$ cat config.mk
export PLATFORM = sky130hd
export DESIGN_NAME = fpp_flash_program_protect_control
export DESIGN_NICKNAME = d
export VERILOG_FILES = /design/src/rtl/fpp_flash_program_protect_control.v
export VERILOG_INCLUDE_DIRS = /design/src /design/src/rtl
export SDC_FILE = /design/constraint.sdc
export NUM_CORES = 1
export LEC_CHECK = 0
export ABC_CLOCK_PERIOD_IN_PS = 6600
export BUFFER_PORTS_ARGS = -buffer_cell sky130_fd_sc_hd__clkbuf_2
export CAP_MARGIN = 20
export CELL_PAD_IN_SITES_DETAIL_PLACEMENT = 1
export CELL_PAD_IN_SITES_GLOBAL_PLACEMENT = 1
export CORE_MARGIN = 1
export CORE_UTILIZATION = 29
export CTS_CLUSTER_SIZE = 30
export DETAILED_ROUTE_END_ITERATION = 8
export MAX_ROUTING_LAYER = met4
export PLACE_DENSITY_LB_ADDON = 0.1
export SLEW_MARGIN = 40
export SYNTH_ARGS = -nofsm -noshare
export SYNTH_HDL_FRONTEND = slang
export SYNTH_SLANG_ARGS = --single-unit
$ cat constraint.sdc
create_clock -name clk -period 6.6 [get_ports clk]
set_input_delay 0.99 -clock clk [delete_from_list [all_inputs] [get_ports clk]]
set_output_delay 0.99 -clock clk [all_outputs]
set_load 0.05 [all_outputs]
$ cat src/rtl/fpp_regs.vh
`ifndef FPP_REGS_VH
`define FPP_REGS_VH
// Register byte addresses
`define FPP_ADDR_CTRL 12'h000
`define FPP_ADDR_OPTION 12'h004
`define FPP_ADDR_STATUS 12'h008
`define FPP_ADDR_FLASH 12'h00c
// Control register fields
`define FPP_CTRL_RESET 8'h00
`define FPP_BIT_OPT 2
`define FPP_BIT_LAT 1
`define FPP_BIT_PGM 0
`define FPP_KEY1 8'h56
`define FPP_KEY2 8'hae
// Option register fields
`define FPP_OPTION_RESET 8'h00
`define FPP_BIT_RDP 7
`define FPP_BIT_WEP 6
`define FPP_SEC0_LSB 0
`define FPP_SEC0_W 2
// Flash access register fields
`define FPP_FL_ADDR_LSB 8
`define FPP_FL_DATA_LSB 0
`define FPP_FL_SECTOR_BIT 20
`define FPP_FL_ERASE_BIT 21
`define FPP_FL_EEPROM_BIT 22
// Programming sequencing
`define FPP_ROW_BYTES 32
`define FPP_PROG_CYCLES 16'd64
`define FPP_MASS_ERASE_CYCLES 16'd256
// Serial mode entry
`define FPP_PULSES_RC 8'd38
`define FPP_PULSES_EXT 8'd35
`endif

$ cat src/rtl/fpp_flash_program_protect_control.v
// Overview of operation
// Program or erase one byte, or a row of up to 32 latched bytes.
// Each sector is erased and programmed alone; other sectors untouched.
// Socket or serial programming may modify sectors 0, 1, option row, EEPROM.
// Self-programming may modify only sector 1 and EEPROM.
// Self-programming never writes or erases sector 0.
// Sector 0 size comes from an option byte field.
// Tool holds reset low while pulsing serial clock and data.
// Serial entry fetches a system-memory reset vector for the byte loader.
// Serial flow: enter mode, load driver to RAM, run it from RAM.
// 38-pulse entry forces the internal RC oscillator clock.
// 35-pulse entry ignores option bytes; tool supplies the clock.
// Any reset returns serial clock pin to input with pull-up.
// Tool drives the reset pin during a serial session.
// Readout and write/erase protection are independent options.
// Readout protection blocks flash reads and flash writes.
// Removing readout protection first mass-erases flash and EEPROM (here the bit clears in the cycle the mass erase starts).
// Readout protection is a dedicated option byte bit.
// Write/erase protection refuses flash changes; EEPROM stays writable.
// Write/erase protection, once set, never clears (here any reset clears it, as the option register resets to 00h).
// Control register resets to 00h; bits 2..0 option, latch, program.
// Software writes key 56h then AEh before programming.
// Control register alone steers flash program and erase (here erase starts on a flash access write, mass erase on an option write).
// Control bits stay locked unless both keys came just before (here the unlock lasts until a program, erase or mass erase ends).
`include "fpp_regs.vh"
module fpp_flash_program_protect_control (
   // System
   input wire clk,
   input wire reset_n,
   // AXI4-Lite slave
   input wire [11:0] s_axi_awaddr,
   input wire s_axi_awvalid,
   output wire s_axi_awready,
   input wire [31:0] s_axi_wdata,
   input wire [3:0] s_axi_wstrb,
   input wire s_axi_wvalid,
   output wire s_axi_wready,
   output reg [1:0] s_axi_bresp,
   output reg s_axi_bvalid,
   input wire s_axi_bready,
   input wire [11:0] s_axi_araddr,
   input wire s_axi_arvalid,
   output wire s_axi_arready,
   output reg [31:0] s_axi_rdata,
   output reg [1:0] s_axi_rresp,
   output reg s_axi_rvalid,
   input wire s_axi_rready,
   // Mode straps and the CPU's current programming context
   input wire socketMode,
   input wire appRunning,
   // Serial programming pins
   input wire serialProgClockIn,
   output wire serialProgClockOut,
   output wire serialProgClockOe,
   output wire serialProgClockPullup,
   input wire serialProgDataIn,
   input wire appClockPinOe,
   input wire appClockPinOut,
   // Clock and boot selection
   output reg useRcOsc,
   output reg useToolClock,
   output reg serialMode,
   output reg fetchSystemVector,
   // Flash array port
   output reg flashProgStrobe,
   output reg flashEraseStrobe,
   output reg flashMassErase,
   output reg [11:0] flashAddr,
   output reg [7:0] flashWrData,
   output reg flashEeprom,
   output reg flashSector,
   output reg readBlock
);
   localparam S_IDLE = 4'b0001;
   localparam S_PROG = 4'b0010;
   localparam S_ERASE = 4'b0100;
   localparam S_MASS = 4'b1000;
   localparam K_NONE = 2'b01;
   localparam K_ONE = 2'b10;

   reg [7:0] ctrlFf;
   reg [1:0] keyFf;
   reg unlockedFf;
   reg [7:0] optionFf;
   reg [3:0] stateFf;
   reg [15:0] cntFf;
   reg [7:0] latchData [0:`FPP_ROW_BYTES-1];
   reg [`FPP_ROW_BYTES-1:0] latchValid;
   reg [6:0] rowFf;
   reg latchEeprom;
   reg latchSector;
   reg [4:0] idxFf;
   reg refusedFf;
   reg sck1Ff;
   reg sck2Ff;
   reg sdat1Ff;
   reg sdat2Ff;
   reg sckPrevFf;
   reg [7:0] pulseFf;
   reg awHeld;
   reg wHeld;
   reg [11:0] awAddrFf;
   reg [31:0] wDataFf;
   reg [3:0] wStrbFf;
   reg resetSeenFf;

   // Sector 0 size: option field selects 1, 2, 4 or 8 pages of 256 bytes
   function [11:0] sec0Limit;
      input [1:0] sel;
      begin
         sec0Limit = 12'h100 << sel;
      end
   endfunction

   function inSector0;
      input [11:0] addr;
      input [1:0] sel;
      begin
         inSector0 = addr < sec0Limit(sel);
      end
   endfunction

   // Target writable in the current mode
   function targetAllowed;
      input isEeprom;
      input isSec0;
      input isOption;
      begin
         // external modes
         if (socketMode || serialMode)
            targetAllowed = 1'b1;
         // self-programming
         else
            targetAllowed = !isOption && (isEeprom || !isSec0);
         // protect flash only
         if (optionFf[`FPP_BIT_WEP] && !isEeprom)
            targetAllowed = 1'b0;
         // readout protection blocks rewrites
         if (optionFf[`FPP_BIT_RDP])
            targetAllowed = 1'b0;
      end
   endfunction

   // AXI write path
   wire wrFire = awHeld && wHeld && !s_axi_bvalid;
   assign s_axi_awready = !awHeld;
   assign s_axi_wready = !wHeld;
   assign s_axi_arready = !s_axi_rvalid;
   wire idle = stateFf == S_IDLE;
   wire busy = !idle;
   wire [7:0] wByte = wDataFf[7:0];
   wire byte0 = wStrbFf[0];
   wire wrCtrl = wrFire && awAddrFf == `FPP_ADDR_CTRL && byte0;
   wire wrOpt = wrFire && awAddrFf == `FPP_ADDR_OPTION && byte0;
   wire wrFlash = wrFire && awAddrFf == `FPP_ADDR_FLASH;
   wire wrMapped = awAddrFf == `FPP_ADDR_CTRL || awAddrFf == `FPP_ADDR_OPTION ||
      awAddrFf == `FPP_ADDR_STATUS || awAddrFf == `FPP_ADDR_FLASH;
   wire [11:0] flAddr = wDataFf[`FPP_FL_ADDR_LSB+11:`FPP_FL_ADDR_LSB];
   wire flEeprom = wDataFf[`FPP_FL_EEPROM_BIT];
   wire flErase = wDataFf[`FPP_FL_ERASE_BIT];
   wire flSec0 = inSector0(flAddr, optionFf[`FPP_SEC0_LSB+1:`FPP_SEC0_LSB]);
   wire flOk = targetAllowed(flEeprom, flSec0 && !flEeprom, 1'b0);
   wire optOk = targetAllowed(1'b0, 1'b0, 1'b1);
   wire latchOn = ctrlFf[`FPP_BIT_LAT];

   always @(posedge clk or negedge reset_n) begin
      if (!reset_n) begin
         awHeld <= 1'b0;
         wHeld <= 1'b0;
         awAddrFf <= 12'h000;
         wDataFf <= 32'h00000000;
         wStrbFf <= 4'h0;
         s_axi_bvalid <= 1'b0;
         s_axi_bresp <= 2'b00;
      end else begin
         if (s_axi_awvalid && !awHeld) begin
            awHeld <= 1'b1;
            awAddrFf <= {s_axi_awaddr[11:2], 2'b00};
         end
         if (s_axi_wvalid && !wHeld) begin
            wHeld <= 1'b1;
            wDataFf <= s_axi_wdata;
            wStrbFf <= s_axi_wstrb;
         end
         if (wrFire) begin
            awHeld <= 1'b0;
            wHeld <= 1'b0;
            s_axi_bvalid <= 1'b1;
            s_axi_bresp <= wrMapped ? 2'b00 : 2'b10;
            if (wrFlash && (!flOk || !latchOn || busy))
               s_axi_bresp <= 2'b10;
         end else if (s_axi_bvalid && s_axi_bready) begin
            s_axi_bvalid <= 1'b0;
         end
      end
   end

   // AXI read path
   wire [7:0] statusByte = {4'h0, refusedFf, unlockedFf, busy, serialMode};
   always @(posedge clk or negedge reset_n) begin
      if (!reset_n) begin
         s_axi_rvalid <= 1'b0;
         s_axi_rdata <= 32'h00000000;
         s_axi_rresp <= 2'b00;
      end else if (s_axi_arvalid && !s_axi_rvalid) begin
         s_axi_rvalid <= 1'b1;
         s_axi_rresp <= 2'b00;
         case ({s_axi_araddr[11:2], 2'b00})
            // upper bits read zero
            `FPP_ADDR_CTRL: s_axi_rdata <= {24'h000000, 5'h00, ctrlFf[2:0]};
            `FPP_ADDR_OPTION: s_axi_rdata <= {24'h000000, optionFf};
            `FPP_ADDR_STATUS: s_axi_rdata <= {24'h000000, statusByte};
            `FPP_ADDR_FLASH: s_axi_rdata <= 32'h00000000;
            default: begin
               s_axi_rdata <= 32'h00000000;
               s_axi_rresp <= 2'b10;
            end
         endcase
      end else if (s_axi_rvalid && s_axi_rready) begin
         s_axi_rvalid <= 1'b0;
      end
   end

   // Synchronisers stay unreset: entry pulses arrive while reset is held
   always @(posedge clk) begin
      sck1Ff <= serialProgClockIn;
      sck2Ff <= sck1Ff;
      sdat1Ff <= serialProgDataIn;
      sdat2Ff <= sdat1Ff;
      sckPrevFf <= sck2Ff;
   end

   // counted while the tool holds reset low
   wire sckRise = sck2Ff && !sckPrevFf;
   reg resetSync1Ff;
   reg resetSync2Ff;
   always @(posedge clk) begin
      resetSync1Ff <= reset_n;
      resetSync2Ff <= resetSync1Ff;
      if (!resetSync2Ff) begin
         if (sckRise && sdat2Ff && pulseFf != 8'hff)
            pulseFf <= pulseFf + 8'h01;
      end else if (resetSeenFf) begin
         pulseFf <= 8'h00;
      end
   end

   // Entry mode is caught at the release of reset
   always @(posedge clk or negedge reset_n) begin
      if (!reset_n) begin
         resetSeenFf <= 1'b0;
         serialMode <= 1'b0;
         useRcOsc <= 1'b0;
         useToolClock <= 1'b0;
         fetchSystemVector <= 1'b0;
      end else if (!resetSeenFf) begin
         resetSeenFf <= 1'b1;
         // RC forced
         if (pulseFf == `FPP_PULSES_RC) begin
            serialMode <= 1'b1;
            useRcOsc <= 1'b1;
            fetchSystemVector <= 1'b1;
         // tool clock
         end else if (pulseFf == `FPP_PULSES_EXT) begin
            serialMode <= 1'b1;
            useToolClock <= 1'b1;
            fetchSystemVector <= 1'b1;
         end
      end else begin
         // vector fetch flag lasts one cycle; software runs loader
         fetchSystemVector <= 1'b0;
      end
   end

   // pin is input with pull-up after any reset; outside serial mode only until software drives it
   assign serialProgClockOe = resetSeenFf && !serialMode && appClockPinOe;
   assign serialProgClockOut = appClockPinOut;
   assign serialProgClockPullup = !serialProgClockOe;

   // Control register, key sequencer, option byte and program sequencer
   integer i;
   always @(posedge clk or negedge reset_n) begin
      if (!reset_n) begin
         ctrlFf <= `FPP_CTRL_RESET;
         keyFf <= K_NONE;
         unlockedFf <= 1'b0;
         optionFf <= `FPP_OPTION_RESET;
         stateFf <= S_IDLE;
         cntFf <= 16'h0000;
         latchValid <= {`FPP_ROW_BYTES{1'b0}};
         rowFf <= 7'h00;
         latchEeprom <= 1'b0;
         latchSector <= 1'b0;
         idxFf <= 5'h00;
         refusedFf <= 1'b0;
         flashProgStrobe <= 1'b0;
         flashEraseStrobe <= 1'b0;
         flashMassErase <= 1'b0;
         flashAddr <= 12'h000;
         flashWrData <= 8'h00;
         flashEeprom <= 1'b0;
         flashSector <= 1'b0;
      end else begin
         flashProgStrobe <= 1'b0;
         flashEraseStrobe <= 1'b0;
         if (wrCtrl) begin
            // key sequence
            if (!unlockedFf && keyFf == K_NONE && wByte == `FPP_KEY1)
               keyFf <= K_ONE;
            else if (!unlockedFf && keyFf == K_ONE && wByte == `FPP_KEY2) begin
               keyFf <= K_NONE;
               unlockedFf <= 1'b1;
            end else if (unlockedFf && idle) begin
               // only low three bits
               ctrlFf <= {5'h00, wByte[2:0]};
               if (!wByte[`FPP_BIT_LAT])
                  latchValid <= {`FPP_ROW_BYTES{1'b0}};
               if (wByte[`FPP_BIT_PGM] && wByte[`FPP_BIT_LAT]) begin
                  // row of latched bytes
                  stateFf <= S_PROG;
                  idxFf <= 5'h00;
                  cntFf <= 16'h0000;
               end
            end else begin
               keyFf <= K_NONE;
               // locked write leaves bits alone
               if (!unlockedFf)
                  refusedFf <= 1'b1;
            end
         end
         if (wrOpt) begin
            if (optOk && unlockedFf && idle) begin
               // independent bits; sticky write protect
               optionFf <= {wByte[7], wByte[6] | optionFf[`FPP_BIT_WEP], wByte[5:0]};
               // clearing readout protection starts a mass erase in the same cycle
               if (optionFf[`FPP_BIT_RDP] && !wByte[7]) begin
                  stateFf <= S_MASS;
                  cntFf <= 16'h0000;
                  flashMassErase <= 1'b1;
               end
            end else if (optionFf[`FPP_BIT_RDP] && unlockedFf && idle && !wByte[7]) begin
               // removal still allowed, via mass erase
               optionFf <= {1'b0, optionFf[6:0]};
               stateFf <= S_MASS;
               cntFf <= 16'h0000;
               flashMassErase <= 1'b1;
            end else begin
               refusedFf <= 1'b1;
            end
         end
         if (wrFlash) begin
            if (!flOk || !latchOn || busy || !unlockedFf)
               refusedFf <= 1'b1;
            else if (flErase) begin
               // erase one sector only
               stateFf <= S_ERASE;
               cntFf <= 16'h0000;
               flashAddr <= flAddr;
               flashEeprom <= flEeprom;
               flashSector <= !flSec0;
               flashEraseStrobe <= 1'b1;
            end else begin
               // up to 32 latched bytes, same row
               latchData[flAddr[4:0]] <= wDataFf[7:0];
               latchValid[flAddr[4:0]] <= 1'b1;
               rowFf <= flAddr[11:5];
               latchEeprom <= flEeprom;
               latchSector <= !flSec0;
            end
         end
         case (stateFf)
            S_IDLE: begin
               cntFf <= 16'h0000;
            end
            S_PROG: begin
               if (latchValid[idxFf] && cntFf == 16'h0000) begin
                  flashProgStrobe <= 1'b1;
                  flashAddr <= {rowFf, idxFf};
                  flashWrData <= latchData[idxFf];
                  flashEeprom <= latchEeprom;
                  flashSector <= latchSector;
               end
               cntFf <= cntFf + 16'h0001;
               if (cntFf == `FPP_PROG_CYCLES - 16'h0001) begin
                  cntFf <= 16'h0000;
                  idxFf <= idxFf + 5'h01;
                  if (idxFf == 5'h1f) begin
                     stateFf <= S_IDLE;
                     ctrlFf <= `FPP_CTRL_RESET;
                     latchValid <= {`FPP_ROW_BYTES{1'b0}};
                     unlockedFf <= 1'b0;
                  end
               end
            end
            S_ERASE: begin
               cntFf <= cntFf + 16'h0001;
               if (cntFf == `FPP_PROG_CYCLES - 16'h0001) begin
                  stateFf <= S_IDLE;
                  ctrlFf <= `FPP_CTRL_RESET;
                  unlockedFf <= 1'b0;
               end
            end
            S_MASS: begin
               cntFf <= cntFf + 16'h0001;
               if (cntFf == `FPP_MASS_ERASE_CYCLES - 16'h0001) begin
                  stateFf <= S_IDLE;
                  flashMassErase <= 1'b0;
                  unlockedFf <= 1'b0;
               end
            end
            default: stateFf <= S_IDLE;
         endcase
      end
   end

   // readout blocked unless the application runs outside socket and serial mode
   always @(posedge clk or negedge reset_n) begin
      if (!reset_n)
         readBlock <= 1'b0;
      else
         readBlock <= optionFf[`FPP_BIT_RDP] && !socketMode && !appRunning ? 1'b1 :
            optionFf[`FPP_BIT_RDP] && (serialMode || socketMode);
   end
endmodule

==> metrics.md <==
| Metric | Value |
|---|---|
| Outcome | `finished, final reports clean` |
| Wire per inst | `between 20 and 25 µm` |
| Endpoints failing hold | `0` |
| Number of hold buffers added after CTS | `0` |
| Max_cap viols | `0` |
| Synth Area per Inst | `between 15 and 20 µm²` |
| Cell family with most CP delay | `simple AND/OR/NAND/NOR gates` |
| Largest net degree at the start of global routing | `69` |
| Drt pass-1 iters | `5` |
| Register area share after synthesis | `66.09%` |
| Pwr Density | `about 330 nW/µm²` |
| Number of DRC markers in iteration 0 | `613` |
| DRT Wirelength | `49530 µm` |
| Synthesized netlist cell count | `about 1200` |
| Initial antenna violation count | `3` |
| CTS tree | `yes` |
| Vias in the first global route | `11490` |
| Final net count | `1417` |
| Slowest CP cell | `nor2_2` |
| DIE HEIGHT | `approximately 250 µm` |
| CTS buffer count | `50` |
| P&R area growth vs syn | `16.48%` |
| Post-synth top area share | `a little over two fifths` |
| Setup Fix Bufs, Post-CTS | `0` |
| DP HPWL | `31710 µm` |
| WS Path Type | `reg -> reg` |
| DRC Markers | `0` |
| Min Tclk post-route | `3.864 ns` |
| Design Power | `6956 µW` |
| CP endpoint kind | `flop` |
| Effective utilization at floorplan | `29.43%` |
| Die W | `252.7 µm` |
| Flops & latches, synth | `430` |
| TritonCTS Sinks | `430` |
| First-pass GRT wire length | `75220 µm` |
| CP Max Fanout | `11` |
| Post-Syn Area | `18230 µm²` |
| Critical path startpoint category | `flop` |
| YS warnings | `0` |
| Die ar. | `63870 µm²` |
| CTS root buf | `clkbuf_16` |
| Commonest non-fill, non-tap cells in the layout | `edfxtp_1 (264), dfrtp_1 (154), nand2_1 (103)` |
| Vias | `between 10000 and 15000` |
| Top-Level Pins | `147` |
| Primary FF master, synth | `edfxtp_1` |
| Worst path required time | `6.85 ns` |
| CTS-repair resized insts | `0` |
| Total Routing Usage GR | `16.42%` |
| Number of synthesized flops with an enable pin | `264` |
| Final Wtd Congestion | `0.7301` |
| Worst min path class | `in -> async` |
| Worst-Skew Late Latency | `0.61 ns` |
| Via density | `4.744` |
| Relative slew slack | `47.21%` |
| Number of nets with antenna violations after routing | `0` |
| Delay of the slowest critical-path stage | `0.77 ns` |
| Port bufs | `101` |
| Worst Path Buf+Inv | `1` |
| Ranking of synthesized cells by area | `edfxtp_1 (43%), dfrtp_1 (22%), mux4_2 (6.7%)` |
| H-tree levels | `2` |
| Setup TNS | `0 ns` |
| GRT Residual Overflow | `0` |
| Unrepaired setup endpoints after global routing | `no` |
| Worst vdd ir | `approximately 0.00018 V` |
| Filler cells | `approximately 6500` |
| Row cnt | `91` |
| Clock skew | `0.03627 ns` |
| Worst path cell trace | `or2_2, ha_1, o21ai_0, o2bb2ai_1, buf_4, a211oi_4, nand4_1, nor2_2` |
| Synth async-reset ratio | `36.98%` |
| Fraction of layout cells with a size suffix above 1 | `29.02%` |
| Commonest non-fill, non-tap cell in the layout | `edfxtp_1` |
| Clock-pin transition on the worst setup and hold timing paths | `0.06 ns` |
| Worst path arrival time | `4.11 ns` |
| # setup viols final | `0` |
| Max Root-Sink Buffers | `3` |
| Maximum operating frequency | `approximately 260 MHz` |
| Worst-Margin Slew | `around 0.79 ns` |
| Area leader, netlist | `edfxtp_1` |
| Cell variety after synth | `70` |
| Final period util | `58.55%` |
| CORE AREA | `61940 µm²` |
| Slew Limit Fails | `0` |
| Leak Pwr | `0.007723 µW` |
## kinds of logic after synthesis
kind of cell	Yosys count	share of synthesized area, %
buffers and inverters	100	3.582
XOR/XNOR	10	0.4804
other	2	0.04119
flip-flops	430	66.09
AND/OR/NAND/NOR	305	8.284
multiplexers	187	15.13
AO/OA/AOI/OAI	168	5.710
adder cells (fa/ha/maj)	10	0.6863
## cell type report
class / instances / area (µm²) / share of cell area [%]
antenna: 4 / 10.01 / 0.04713
sequential: 430 / 12060 / 56.78
timing repair buffer: 125 / 699.4 / 3.293
clock buffer: 65 / 1348 / 6.345
clock inverter: 28 / 281.5 / 1.326
tap: 837 / 1047 / 4.931
inverter: 20 / 75.07 / 0.3535
multi-input combinational: 707 / 5718 / 26.93
## power breakdown
| part | switching [µW] | internal [µW] | leakage [µW] |
|---|---|---|---|
| combinational | 571 | 216 | 0.00257 |
| clock | 1170 | 1600 | 0.000792 |
| sequential | 171 | 3230 | 0.00436 |
| total | 1910 | 5050 | 0.00772 |
## registers in the layout, indices dropped and copies added, names as in the netlist, 2 cells and up
register and cells:
cntFf 16, idxFf 5, stateFf 4, latchValid 32, wDataFf 22, flashAddr 12, latchData 256, keyFf 2
ctrlFf 3, s_axi_rdata 8, flashWrData 8, awAddrFf 10, rowFf 7, optionFf 8, pulseFf 8
## routing by layer
layer  vias to the layer above  global-route usage, %  share of wire (%)
li1                       4782                      -                  -
met1                      5421                  21.46                 46
met2                       226                  25.67                 47
met3                        83                  3.100                4.9
met4                         0                  5.316                2.5
met5                         -                      -                  0
## per-stage QoR
stage	instance area [µm²]	worst slack [ns]	utilization (%)	std cells	hold slack, ns
6_report	21240	2.736	34.29	2216	0.3125
3_3_place_gp	19500	2.187	31.49	2119	0.3135
5_1_grt	21230	2.538	34.28	2214	0.3279
3_5_place_dp	19570	2.214	31.60	2119	0.3132
2_1_floorplan	18330	3.819	-	1237	0.3096
4_1_cts	21200	2.184	34.23	2212	0.3042
## cells in the mapped netlist, drive strengths merged (4+ instances only)
library cell and instances:
ha 10, a31oi 8, mux2 91, a21oi 31, and2 6, or2 4
o31ai 7, a22o 8, nor2 78, o22ai 6, dfxtp 7, and3 14
or3 4, a22oi 15, nand2b 8, nor3 8, xor2 7, dfrtp 157
nor4 7, buf 56, inv 19, nor4b 7, nand3 33, nor2b 11
nand4 6, edfxtp 264, o21ai 72, mux4 56, nand2 103, clkbuf 24
a221oi 8, mux2i 40, nand4b 4
## worst register-to-register path, stage by stage (launching register included)
cell       delay (ns)
dfrtp_1          0.49
or2_2            0.34
ha_1             0.27
o21ai_0          0.10
o2bb2ai_1        0.14
buf_4            0.16
a211oi_4         0.50
nand4_1          0.74
nor2_2           0.77
## final timing paths
path	slack, ns	endpoint	cells after the start	startpoint
worst max register to register	2.74	latchData[12][3]$_DFFE_PP_	8	optionFf[1]$_DFFE_PN0P_
worst max-delay path	2.74	latchData[12][3]$_DFFE_PP_	8	optionFf[1]$_DFFE_PN0P_
worst min-delay path	0.31	fetchSystemVector$_DFFE_PN0P_	1	reset_n
min in group clk	0.33	sck2Ff$_DFF_P_	0	sck1Ff$_DFF_P_
worst min register to register	0.33	sck2Ff$_DFF_P_	0	sck1Ff$_DFF_P_
max in group asynchronous	5.22	flashWrData[4]$_DFFE_PN0P_	2	reset_n
Power figures use the tool's default switching activity.
